**config.mk**
```make
export PLATFORM = sky130hd
export DESIGN_NAME = fsrw_flash_ctrl
export DESIGN_NICKNAME = d
export VERILOG_FILES = /design/src/design/fsrw_pkg.sv /design/src/design/fsrw_region_cmp.sv /design/src/design/fsrw_avmm_slave.sv /design/src/design/fsrw_flash_ctrl.sv
export VERILOG_INCLUDE_DIRS = /design/src /design/src/design
export SDC_FILE = /design/constraint.sdc
export NUM_CORES = 1
export LEC_CHECK = 0
export ABC_AREA = 1
export ABC_CLOCK_PERIOD_IN_PS = 1800
export BUFFER_PORTS_ARGS = -buffer_cell sky130_fd_sc_hd__clkbuf_2
export CAP_MARGIN = 30
export CORE_AREA = 2 2 77 79
export DETAILED_ROUTE_END_ITERATION = 10
export DIE_AREA = 0 0 79 81
export GPL_ROUTABILITY_DRIVEN = 0
export MAX_ROUTING_LAYER = met4
export PLACE_DENSITY = 0.79
export SLEW_MARGIN = 20
export SYNTH_ARGS = -nofsm -noshare
export SYNTH_HDL_FRONTEND = slang
export SYNTH_SLANG_ARGS = --single-unit
```
**constraint.sdc**
```tcl
create_clock -name i_sys_clk -period 1.8 [get_ports i_sys_clk]
set_input_delay 0.36 -clock i_sys_clk [delete_from_list [all_inputs] [get_ports i_sys_clk]]
set_output_delay 0.36 -clock i_sys_clk [all_outputs]
set_load 0.05 [all_outputs]
```
**src/design/fsrw_regs.svh**
```systemverilog
// register offsets, field positions, reset values and timing in nanoseconds
`ifndef FSRW_REGS_SVH
`define FSRW_REGS_SVH
// ----------------------------------------
// register byte offsets
// ----------------------------------------
`define FSRW_CTRL_OFS 4'h0
`define FSRW_STAT_OFS 4'h4
`define FSRW_IRQ_STAT_OFS 4'h8
`define FSRW_IRQ_MASK_OFS 4'hc
// ----------------------------------------
// control field positions
// ----------------------------------------
`define FSRW_CTRL_RWW_CLR_BIT 0
`define FSRW_CTRL_APP_LOCK_BIT 1
`define FSRW_CTRL_BOOT_LOCK_BIT 2
// ----------------------------------------
// status field positions
// ----------------------------------------
`define FSRW_STAT_BUSY_BIT 0
`define FSRW_STAT_RWW_BUSY_BIT 1
`define FSRW_STAT_HALT_BIT 2
// ----------------------------------------
// interrupt bits
// ----------------------------------------
`define FSRW_IRQ_DONE_BIT 0
`define FSRW_IRQ_REFUSE_BIT 1
`define FSRW_IRQ_W 2
// ----------------------------------------
// reset values and timing
// ----------------------------------------
`define FSRW_LOCK_RST 1'b0
`define FSRW_PROG_TIME_NS 4000
`define FSRW_CLK_NS 8
`endif

```
**src/design/fsrw_pkg.sv**
```systemverilog
// types shared by the self-program access control block
package fsrw_pkg;
  typedef enum logic [2:0] {
    FSRW_IDLE = 3'b001,
    FSRW_PROG = 3'b010,
    FSRW_DONE = 3'b100
  } fsrw_state_t;
  typedef enum logic [1:0] {
    FSRW_ACC_NONE = 2'h0,
    FSRW_ACC_READ = 2'h1,
    FSRW_ACC_WRITE = 2'h2
  } fsrw_acc_t;
endpackage

```
**src/design/fsrw_region_cmp.sv**
```systemverilog
// page address classification into sections and regions
`timescale 1ns/100ps
module fsrw_region_cmp import fsrw_pkg::*; #(
  parameter int PAGE_W = 9,
  parameter int NO_READ_WHILE_WRITE_REGION_PAGE = 448
) (
  input wire logic [PAGE_W-1:0] i_page,
  input wire logic [PAGE_W-1:0] i_boot_start,
  output logic o_in_boot,
  output logic o_in_no_read_while_write_region
);
  localparam logic [PAGE_W-1:0] NO_READ_WHILE_WRITE_REGION_START = PAGE_W'(NO_READ_WHILE_WRITE_REGION_PAGE);
  logic [PAGE_W-1:0] boot_start_lim;
  always_comb begin
    // boot section never starts below the no-rww limit
    boot_start_lim = (i_boot_start < NO_READ_WHILE_WRITE_REGION_START) ? NO_READ_WHILE_WRITE_REGION_START : i_boot_start;
    o_in_boot = (i_page >= boot_start_lim);
    o_in_no_read_while_write_region = (i_page >= NO_READ_WHILE_WRITE_REGION_START);
  end
endmodule // fsrw_region_cmp

```
**src/design/fsrw_avmm_slave.sv**
```systemverilog
// avalon-mm register access decoder
`timescale 1ns/100ps
`include "fsrw_regs.svh"
module fsrw_avmm_slave import fsrw_pkg::*; (
  input wire logic i_sys_clk,
  input wire logic i_resetn,
  input wire logic [3:0] i_address,
  input wire logic i_read,
  input wire logic i_write,
  output logic o_waitrequest,
  output logic o_acc_read,
  output logic o_acc_write
);
  typedef struct packed {
    logic ack;
  } fsrw_av_st_t;
  fsrw_av_st_t st_reg;
  fsrw_av_st_t st_next;
  always_comb begin
    st_next = st_reg;
    // one wait cycle, then accept
    st_next.ack = (i_read | i_write) & ~st_reg.ack;
  end
  always_ff @(posedge i_sys_clk or negedge i_resetn) begin
    if (!i_resetn) begin
      st_reg <= '0;
    end else begin
      st_reg <= st_next;
    end
  end
  assign o_waitrequest = (i_read | i_write) & ~st_reg.ack;
  assign o_acc_read = i_read & st_reg.ack;
  assign o_acc_write = i_write & st_reg.ack;
endmodule // fsrw_avmm_slave

```
**src/design/fsrw_flash_ctrl.sv**
```systemverilog
// self-program access control with rww blocking and core halt
//
// The Avalon-MM interface to the registers and the register offsets are this design's own decisions.
`timescale 1ns/100ps
`include "fsrw_regs.svh"
// What this block does
// - program only from boot loader section
// - boot loader may target any page
// - separate lock bits per section
// - rww target keeps core fetching
// - no_read_while_write_region target halts core whole operation
// - classify by target page, not fetch
// - boot section lies inside no_read_while_write_region region
// - rww region reads not served while blocked
// - busy flag reads one while blocked
module fsrw_flash_ctrl import fsrw_pkg::*; #(
  parameter int PAGE_W = 9,
  parameter int NO_READ_WHILE_WRITE_REGION_PAGE = 448,
  parameter int PROG_CYC = (`FSRW_PROG_TIME_NS + `FSRW_CLK_NS - 1) / `FSRW_CLK_NS
) (
  input wire logic i_sys_clk,
  input wire logic i_resetn,
  input wire logic [3:0] i_address,
  input wire logic i_read,
  input wire logic i_write,
  input wire logic [31:0] i_writedata,
  output logic o_waitrequest,
  output logic [31:0] o_readdata,
  input wire logic [PAGE_W-1:0] i_boot_size_fuses,
  input wire logic i_spm_req,
  input wire logic [PAGE_W-1:0] i_spm_page,
  input wire logic [PAGE_W-1:0] i_fetch_page,
  input wire logic i_fetch_req,
  output logic o_fetch_ok,
  output logic o_core_halt,
  output logic o_prog_start,
  output logic [PAGE_W-1:0] o_prog_page,
  output logic o_rw_region_busy_flag,
  output logic o_irq
);
  localparam int CNT_W = $clog2(PROG_CYC + 1);
  typedef struct packed {
    fsrw_state_t state;
    logic [CNT_W-1:0] cnt;
    logic no_read_while_write_region_op;
    logic rww_busy;
    logic app_lock;
    logic boot_lock;
    logic [`FSRW_IRQ_W-1:0] irq_stat;
    logic [`FSRW_IRQ_W-1:0] irq_mask;
    logic start;
    logic [PAGE_W-1:0] page;
    logic [31:0] rdata;
    logic [CNT_W:0] mon;
  } fsrw_st_t;
  fsrw_st_t st_reg;
  fsrw_st_t st_next;
  logic acc_read;
  logic acc_write;
  logic tgt_boot;
  logic tgt_no_read_while_write_region;
  logic fetch_boot;
  logic fetch_no_read_while_write_region;
  logic allowed;
  logic [`FSRW_IRQ_W-1:0] ev;
  // ----------------------------------------
  // submodules
  // ----------------------------------------
  fsrw_avmm_slave u_bus (
    .i_sys_clk(i_sys_clk),
    .i_resetn(i_resetn),
    .i_address(i_address),
    .i_read(i_read),
    .i_write(i_write),
    .o_waitrequest(o_waitrequest),
    .o_acc_read(acc_read),
    .o_acc_write(acc_write)
  );
  fsrw_region_cmp #(.PAGE_W(PAGE_W), .NO_READ_WHILE_WRITE_REGION_PAGE(NO_READ_WHILE_WRITE_REGION_PAGE)) u_tgt (
    .i_page(i_spm_page),
    .i_boot_start(i_boot_size_fuses),
    .o_in_boot(tgt_boot),
    .o_in_no_read_while_write_region(tgt_no_read_while_write_region)
  );
  fsrw_region_cmp #(.PAGE_W(PAGE_W), .NO_READ_WHILE_WRITE_REGION_PAGE(NO_READ_WHILE_WRITE_REGION_PAGE)) u_fetch (
    .i_page(i_fetch_page),
    .i_boot_start(i_boot_size_fuses),
    .o_in_boot(fetch_boot),
    .o_in_no_read_while_write_region(fetch_no_read_while_write_region)
  );
  // ----------------------------------------
  // request admission
  // ----------------------------------------
  always_comb begin
    // only from boot code, target lock by its own section
    allowed = fetch_boot & (tgt_boot ? ~st_reg.boot_lock : ~st_reg.app_lock);
  end
  // ----------------------------------------
  // next state
  // ----------------------------------------
  always_comb begin
    st_next = st_reg;
    ev = '0;
    st_next.start = 1'b0;
    // cycles spent in the current operation, for the length checks
    st_next.mon = (st_reg.state == FSRW_PROG) ? st_reg.mon + (CNT_W+1)'(1) : '0;
    case (st_reg.state)
      FSRW_IDLE: begin
        if (i_spm_req) begin
          if (allowed) begin
            st_next.state = FSRW_PROG;
            st_next.cnt = CNT_W'(PROG_CYC);
            st_next.no_read_while_write_region_op = tgt_no_read_while_write_region;
            st_next.rww_busy = 1'b1;
            st_next.start = 1'b1;
            st_next.page = i_spm_page;
          end else begin
            ev[`FSRW_IRQ_REFUSE_BIT] = 1'b1;
          end
        end
      end
      FSRW_PROG: begin
        if (st_reg.cnt <= CNT_W'(1)) begin
          st_next.state = FSRW_DONE;
        end else begin
          st_next.cnt = st_reg.cnt - CNT_W'(1);
        end
      end
      FSRW_DONE: begin
        st_next.state = FSRW_IDLE;
        st_next.no_read_while_write_region_op = 1'b0;
        ev[`FSRW_IRQ_DONE_BIT] = 1'b1;
      end
      default: begin
        st_next.state = FSRW_IDLE;
      end
    endcase
    // register writes
    if (acc_write) begin
      if (i_address == `FSRW_CTRL_OFS) begin
        if (i_writedata[`FSRW_CTRL_RWW_CLR_BIT] && st_reg.state == FSRW_IDLE) begin
          st_next.rww_busy = 1'b0;
        end
        st_next.app_lock = i_writedata[`FSRW_CTRL_APP_LOCK_BIT];
        st_next.boot_lock = i_writedata[`FSRW_CTRL_BOOT_LOCK_BIT];
      end else if (i_address == `FSRW_IRQ_STAT_OFS) begin
        st_next.irq_stat = st_reg.irq_stat & ~i_writedata[`FSRW_IRQ_W-1:0];
      end else if (i_address == `FSRW_IRQ_MASK_OFS) begin
        st_next.irq_mask = i_writedata[`FSRW_IRQ_W-1:0];
      end
    end
    // set wins over clear
    st_next.irq_stat = st_next.irq_stat | ev;
    // register reads, captured in the wait cycle so data stands at acceptance
    if (i_read && !acc_read) begin
      st_next.rdata = '0;
      if (i_address == `FSRW_CTRL_OFS) begin
        st_next.rdata[`FSRW_CTRL_APP_LOCK_BIT] = st_reg.app_lock;
        st_next.rdata[`FSRW_CTRL_BOOT_LOCK_BIT] = st_reg.boot_lock;
      end else if (i_address == `FSRW_STAT_OFS) begin
        st_next.rdata[`FSRW_STAT_BUSY_BIT] = (st_reg.state != FSRW_IDLE);
        st_next.rdata[`FSRW_STAT_RWW_BUSY_BIT] = st_reg.rww_busy;
        st_next.rdata[`FSRW_STAT_HALT_BIT] = o_core_halt;
      end else if (i_address == `FSRW_IRQ_STAT_OFS) begin
        st_next.rdata[`FSRW_IRQ_W-1:0] = st_reg.irq_stat;
      end else if (i_address == `FSRW_IRQ_MASK_OFS) begin
        st_next.rdata[`FSRW_IRQ_W-1:0] = st_reg.irq_mask;
      end
    end
  end
  // ----------------------------------------
  // state register
  // ----------------------------------------
  always_ff @(posedge i_sys_clk or negedge i_resetn) begin
    if (!i_resetn) begin
      st_reg <= '{state: FSRW_IDLE, cnt: '0, no_read_while_write_region_op: 1'b0, rww_busy: 1'b0,
                  app_lock: `FSRW_LOCK_RST, boot_lock: `FSRW_LOCK_RST, irq_stat: '0,
                  irq_mask: '0, start: 1'b0, page: '0, rdata: '0, mon: '0};
    end else begin
      st_reg <= st_next;
    end
  end
  // ----------------------------------------
  // outputs
  // ----------------------------------------
  wire op_active = (st_reg.state == FSRW_PROG);
  assign o_core_halt = op_active & st_reg.no_read_while_write_region_op;
  assign o_fetch_ok = i_fetch_req & ~o_core_halt & (fetch_no_read_while_write_region | ~st_reg.rww_busy);
  assign o_rw_region_busy_flag = st_reg.rww_busy;
  assign o_prog_start = st_reg.start;
  assign o_prog_page = st_reg.page;
  assign o_readdata = st_reg.rdata;
  assign o_irq = |(st_reg.irq_stat & st_reg.irq_mask);
  // ----------------------------------------
  // assertions
  // ----------------------------------------
  a_app_refused: assert property (@(posedge i_sys_clk) disable iff (!i_resetn)
    (st_reg.state == FSRW_IDLE && i_spm_req && !fetch_boot) |=> !o_prog_start)
    else $error("program started from application code");
  a_no_read_while_write_region_halt: assert property (@(posedge i_sys_clk) disable iff (!i_resetn)
    (o_prog_start && st_reg.no_read_while_write_region_op) |-> o_core_halt [*8])
    else $error("core not halted through no_read_while_write_region operation");
  a_rww_nohalt: assert property (@(posedge i_sys_clk) disable iff (!i_resetn)
    (op_active && !st_reg.no_read_while_write_region_op) |-> !o_core_halt)
    else $error("core halted during rww operation");
  a_rww_blocked: assert property (@(posedge i_sys_clk) disable iff (!i_resetn)
    (op_active && !fetch_no_read_while_write_region) |-> !o_fetch_ok)
    else $error("rww fetch served during programming");
  a_busy_flag: assert property (@(posedge i_sys_clk) disable iff (!i_resetn)
    o_prog_start |-> o_rw_region_busy_flag throughout (op_active [*4]))
    else $error("busy flag low while rww blocked");
  a_target_class: assert property (@(posedge i_sys_clk) disable iff (!i_resetn)
    o_prog_start |-> (st_reg.no_read_while_write_region_op == ($past(i_spm_page) >= PAGE_W'(NO_READ_WHILE_WRITE_REGION_PAGE))))
    else $error("operation classified by wrong address");
  a_boot_no_read_while_write_region: assert property (@(posedge i_sys_clk) disable iff (!i_resetn)
    tgt_boot |-> tgt_no_read_while_write_region)
    else $error("boot section outside no_read_while_write_region region");
  a_lock_refuse: assert property (@(posedge i_sys_clk) disable iff (!i_resetn)
    (st_reg.state == FSRW_IDLE && i_spm_req && tgt_boot && st_reg.boot_lock)
    |=> !o_prog_start ##1 $rose(st_reg.irq_stat[`FSRW_IRQ_REFUSE_BIT]) or
    st_reg.irq_stat[`FSRW_IRQ_REFUSE_BIT])
    else $error("locked boot section was programmed");
  // ----------------------------------------
  // operation length
  // ----------------------------------------
  a_op_length: assert property (@(posedge i_sys_clk) disable iff (!i_resetn)
    op_active |-> (st_reg.mon < (CNT_W+1)'(PROG_CYC)))
    else $error("operation runs too long");
  a_op_end: assert property (@(posedge i_sys_clk) disable iff (!i_resetn)
    $fell(op_active) |-> (st_reg.mon == (CNT_W+1)'(PROG_CYC)))
    else $error("operation ended early");
  a_cnt_live: assert property (@(posedge i_sys_clk) disable iff (!i_resetn)
    op_active |-> (st_reg.cnt != '0))
    else $error("operation counter empty while active");
  // ----------------------------------------
  // halt and fetch
  // ----------------------------------------
  a_halt_only_no_read_while_write_region: assert property (@(posedge i_sys_clk) disable iff (!i_resetn)
    o_core_halt |-> (op_active && st_reg.no_read_while_write_region_op))
    else $error("core halted outside no_read_while_write_region operation");
  a_halt_no_fetch: assert property (@(posedge i_sys_clk) disable iff (!i_resetn)
    o_core_halt |-> !o_fetch_ok)
    else $error("fetch served while core halted");
  a_idle_no_halt: assert property (@(posedge i_sys_clk) disable iff (!i_resetn)
    (st_reg.state == FSRW_IDLE) |-> !o_core_halt)
    else $error("core halted while idle");
  a_no_read_while_write_region_served: assert property (@(posedge i_sys_clk) disable iff (!i_resetn)
    (op_active && !st_reg.no_read_while_write_region_op && fetch_no_read_while_write_region && i_fetch_req) |-> o_fetch_ok)
    else $error("no_read_while_write_region fetch refused during rww operation");
  // ----------------------------------------
  // admission and start
  // ----------------------------------------
  a_admit: assert property (@(posedge i_sys_clk) disable iff (!i_resetn)
    (st_reg.state == FSRW_IDLE && i_spm_req && allowed) |=> o_prog_start)
    else $error("allowed request not started");
  a_refuse_event: assert property (@(posedge i_sys_clk) disable iff (!i_resetn)
    (st_reg.state == FSRW_IDLE && i_spm_req && !allowed)
    |=> st_reg.irq_stat[`FSRW_IRQ_REFUSE_BIT])
    else $error("refused request left no event");
  a_app_lock: assert property (@(posedge i_sys_clk) disable iff (!i_resetn)
    (st_reg.state == FSRW_IDLE && i_spm_req && !tgt_boot && st_reg.app_lock)
    |=> !o_prog_start)
    else $error("locked application section was programmed");
  a_start_pulse: assert property (@(posedge i_sys_clk) disable iff (!i_resetn)
    o_prog_start |=> !o_prog_start)
    else $error("start pulse longer than one cycle");
  a_start_active: assert property (@(posedge i_sys_clk) disable iff (!i_resetn)
    o_prog_start |-> op_active)
    else $error("start outside operation");
  a_page_taken: assert property (@(posedge i_sys_clk) disable iff (!i_resetn)
    o_prog_start |-> (o_prog_page == $past(i_spm_page)))
    else $error("accepted page differs from request");
  // ----------------------------------------
  // busy flag, events and registers
  // ----------------------------------------
  a_busy_start: assert property (@(posedge i_sys_clk) disable iff (!i_resetn)
    o_prog_start |-> o_rw_region_busy_flag)
    else $error("busy flag low at start");
  a_busy_clear: assert property (@(posedge i_sys_clk) disable iff (!i_resetn)
    $fell(o_rw_region_busy_flag) |-> $past(acc_write))
    else $error("busy flag cleared without software");
  a_done_event: assert property (@(posedge i_sys_clk) disable iff (!i_resetn)
    $fell(op_active) |=> st_reg.irq_stat[`FSRW_IRQ_DONE_BIT])
    else $error("finished operation left no event");
  a_lock_write: assert property (@(posedge i_sys_clk) disable iff (!i_resetn)
    (acc_write && i_address == `FSRW_CTRL_OFS)
    |=> (st_reg.app_lock == $past(i_writedata[`FSRW_CTRL_APP_LOCK_BIT])))
    else $error("application lock not written");
  a_rdata_hold: assert property (@(posedge i_sys_clk) disable iff (!i_resetn)
    !(i_read && o_waitrequest) |=> $stable(o_readdata))
    else $error("read data changed outside a read");
endmodule // fsrw_flash_ctrl

```
==> results by group <==
Status
  • Status: finished with violations
  • Failing checks: negative setup slack

Synth
  • Sequential-to-total area share from yosys stat: 0.324
  • Avg Cell Area, Syn: 7.38 sq um
  • Cells after Synth: 356
  • Top cells by area, synth: dfrtp_1 (31%), nand2_1 (15%), buf_4 (12%)
  • #FFs+latches synth: 34
  • Synth warn: 0
  • Distinct cells, synth: 33
  • Cell taking the most area after synthesis: dfrtp_1
  • Share of the synthesized area in the top cell type: 0.314
  • Cell area after synthesis: 2630 sq um

Place
  • Port-buffer cells: 57
  • Placed Cells: 493
  • Dpl cell area: 3070 sq um
  • Post-DP HPWL: 4.71 mm
  • Pre-CTS WS: -0.512 ns

Flow run
  • MaxCap Viol Count: 0

Global routing
  • GR Overflow Total: 0
  • Vias in the first global route: 2376
  • All-Layer GR Usage: 0.210
  • First-pass GRT wire length: 10.3 mm
  • Largest net degree at the start of global routing: 19
  • Initial antenna violation count: 0

Clocking
  • Clock buffer depth: 2
  • Post-CTS Hold Fix Bufs: 0
  • H-tree Lvls: 2
  • Clock Latency Late Sink: 0.29 ns
  • Root buffer cell: clkbuf_8
  • CTS tree: done
  • CTS Buf Count: 5
  • Reg clk slew, reported paths: about 0.070 ns
  • # clock sinks: 34

Final layout
  • Final instance area: 3370 sq um
  • Fin cells: around 510
  • Antenna fix cells: 0
  • Fillers: 506
  • Most frequent cells in the layout: nand2_1 (86), clkbuf_2 (52), conb_1 (35)
  • Share of cells above drive strength 1: 0.333
  • P&R area growth vs syn: 28.4%
  • Max reg flops: 19
  • Layout net count: 520
  • Most common cell after layout, fill and taps aside: nand2_1
  • Fin util: 0.594

STA
  • Layout Skew: 0.00673 ns
  • Max Fclk: 516 MHz
  • Max-slew violation count: 0
  • Final hold violation count: 0
  • Setup repair after global routing missed its margin: yes
  • Worst setup margin: -0.138 ns
  • Fin Setup TNS: -1.87 ns
  • WHS: 0.0125 ns
  • Minimum clock period: 1.94 ns
  • # setup viols final: 19
  • Tcrit/Tclk final: 1.08

Setup path
  • Crit path from: i_boot_size_fuses[6]
  • Worst r2r src: st_reg[60]
  • CP Capture Type: flip-flop
  • Setup crit end: o_prog_page[4]
  • CP Data Arrival Time: 2.12 ns
  • Slowest cell on crit path: ha_4
  • CP startpoint kind: input port
  • R2R cell count: 9
  • Worst path cell trace: buf_6, nand3_4, clkinv_8, nand2_4, ha_4, nand2_2, nor2_4, buf_4, nand2_1, nand4_1, nand2_2, nand2_2, nor2_4, buf_4, nand3_4, nand2_1, nand2_1
  • FF-to-FF End: st_reg[67]
  • Delay-heaviest family, CP: simple AND/OR/NAND/NOR gates
  • CP bufs+invs: 4
  • WS Path Type: input port to flip-flop
  • WP depth: 17
  • Worst Path Max Fanout: 7
  • CP peak stage delay: 0.19 ns
  • R2R setup slack: 0.05 ns
  • Worst EP required: 1.98 ns

Floorplan
  • I/O pin cnt: 116
  • Die ar.: approximately 6400 sq um
  • DIE WIDTH: about 79 um
  • Num rows: 28
  • Die height: 81 um
  • Starting Density: 0.463
  • CORE AREA: 5680 sq um

Detailed routing
  • DRT Wirelength: 6.24 mm
  • Antenna Nets Post-Route: 0
  • DRT Pass-1 Iters: 4
  • Final routed DRC violation total: 0
  • Vias/cell: 4.80
  • DRT iter0 DRCs: 128
  • Via count: 2435
  • WL/cell: about 12 um

Power
  • Peak VDD IR: around 0.00058 V
  • Tot Pwr: 3.51 mW
  • Power Density: 1040 nW/um^2
  • Leak: 1.82 nW

Hold path
  • Hold Path Class: input port to asynchronous set/reset pin
[Yosys cell counts]
cell type / n
nand2_1: 107
buf_4: 41
inv_1: 39
dfrtp_1: 33
nor2_1: 30
ha_1: 20
nand3_1: 15
o21ai_0: 13
a21oi_1: 12
nor3_1: 7
nand2_2: 4
nand4_1: 4
nand3_2: 3
o21ai_2: 3
o22ai_1: 3
nand3b_1: 2
nor2_4: 2
nor3_4: 2
nor4_1: 2
a21boi_0: 1
a21o_1: 1
buf_6: 1
conb_1: 1
dfstp_2: 1
inv_2: 1
mux2_2: 1
nand2_4: 1
nand3_4: 1
nor2_2: 1
o21a_1: 1
o221ai_1: 1
xnor2_1: 1
xor2_1: 1
[where the power goes]
part | internal (mW) | switching, mW | leakage (nW)
Combinational | 0.512 | 1.25 | 1.34
Clock | 0.309 | 0.289 | 0.0482
Sequential | 0.977 | 0.167 | 0.432
[worst reg2reg max path: stages (launching register included)]
cell and delay, ns:
dfrtp_1 0.43, nor3_1 0.26, nand2_1 0.14, nand2_1 0.09
nand2_1 0.07, nand2_1 0.25, nand2_1 0.16, nand3_4 0.16
nand2_1 0.07, nand2_1 0.06
[repair_timing]
action | CTS | global route
resized for setup | 20 | 27
buffers inserted | 0 | 4
endpoints found under the setup margin | 25 | 26
cloned | 2 | 0
pin swaps | 11 | 22
hold endpoints to repair | 0 | 0
[worst min-delay path by stage]
| stage | to | depth (start not counted) |
|---|---|---|
| 2_1_floorplan | o_prog_page[0] | 0 |
| 3_3_place_gp | st_reg[60] | 1 |
| 3_5_place_dp | st_reg[60] | 1 |
| 4_1_cts | o_prog_page[5] | 1 |
| 5_1_grt | o_prog_page[2] | 1 |
| 6_report | o_prog_page[5] | 1 |
[metal layers]
layer | GRT usage | up-vias | part of all wire
li1 | - | 1221 | -
met5 | - | - | 0
met3 | 0.0233 | 10 | 0.041
met2 | 0.381 | 74 | 0.54
met1 | 0.238 | 1130 | 0.40
met4 | 0.0828 | 0 | 0.018
[cell type report]
class | count | area [sq um] | area share
clock buffer | 7 | 86.3 | 0.0256
multi-input combinational | 276 | 1700 | 0.503
sequential | 34 | 852 | 0.253
tap | 75 | 93.8 | 0.0278
clock inverter | 1 | 5.00 | 0.00148
timing repair buffer | 74 | 475 | 0.141
inverter | 40 | 163 | 0.0482
[kinds of logic after synthesis]
kind of cell / count (synthesis) / share of synthesized area
buffers and inverters: 82 / 0.179
muxes: 1 / 0.00429
other: 1 / 0.00143
xor gates and xnor gates: 2 / 0.00667
and+or+nand+nor: 181 / 0.313
adders and majority gates: 20 / 0.0952
AOI/OAI and AO/OA: 35 / 0.0767
DFF: 34 / 0.324
Power figures use the tool's default switching activity.
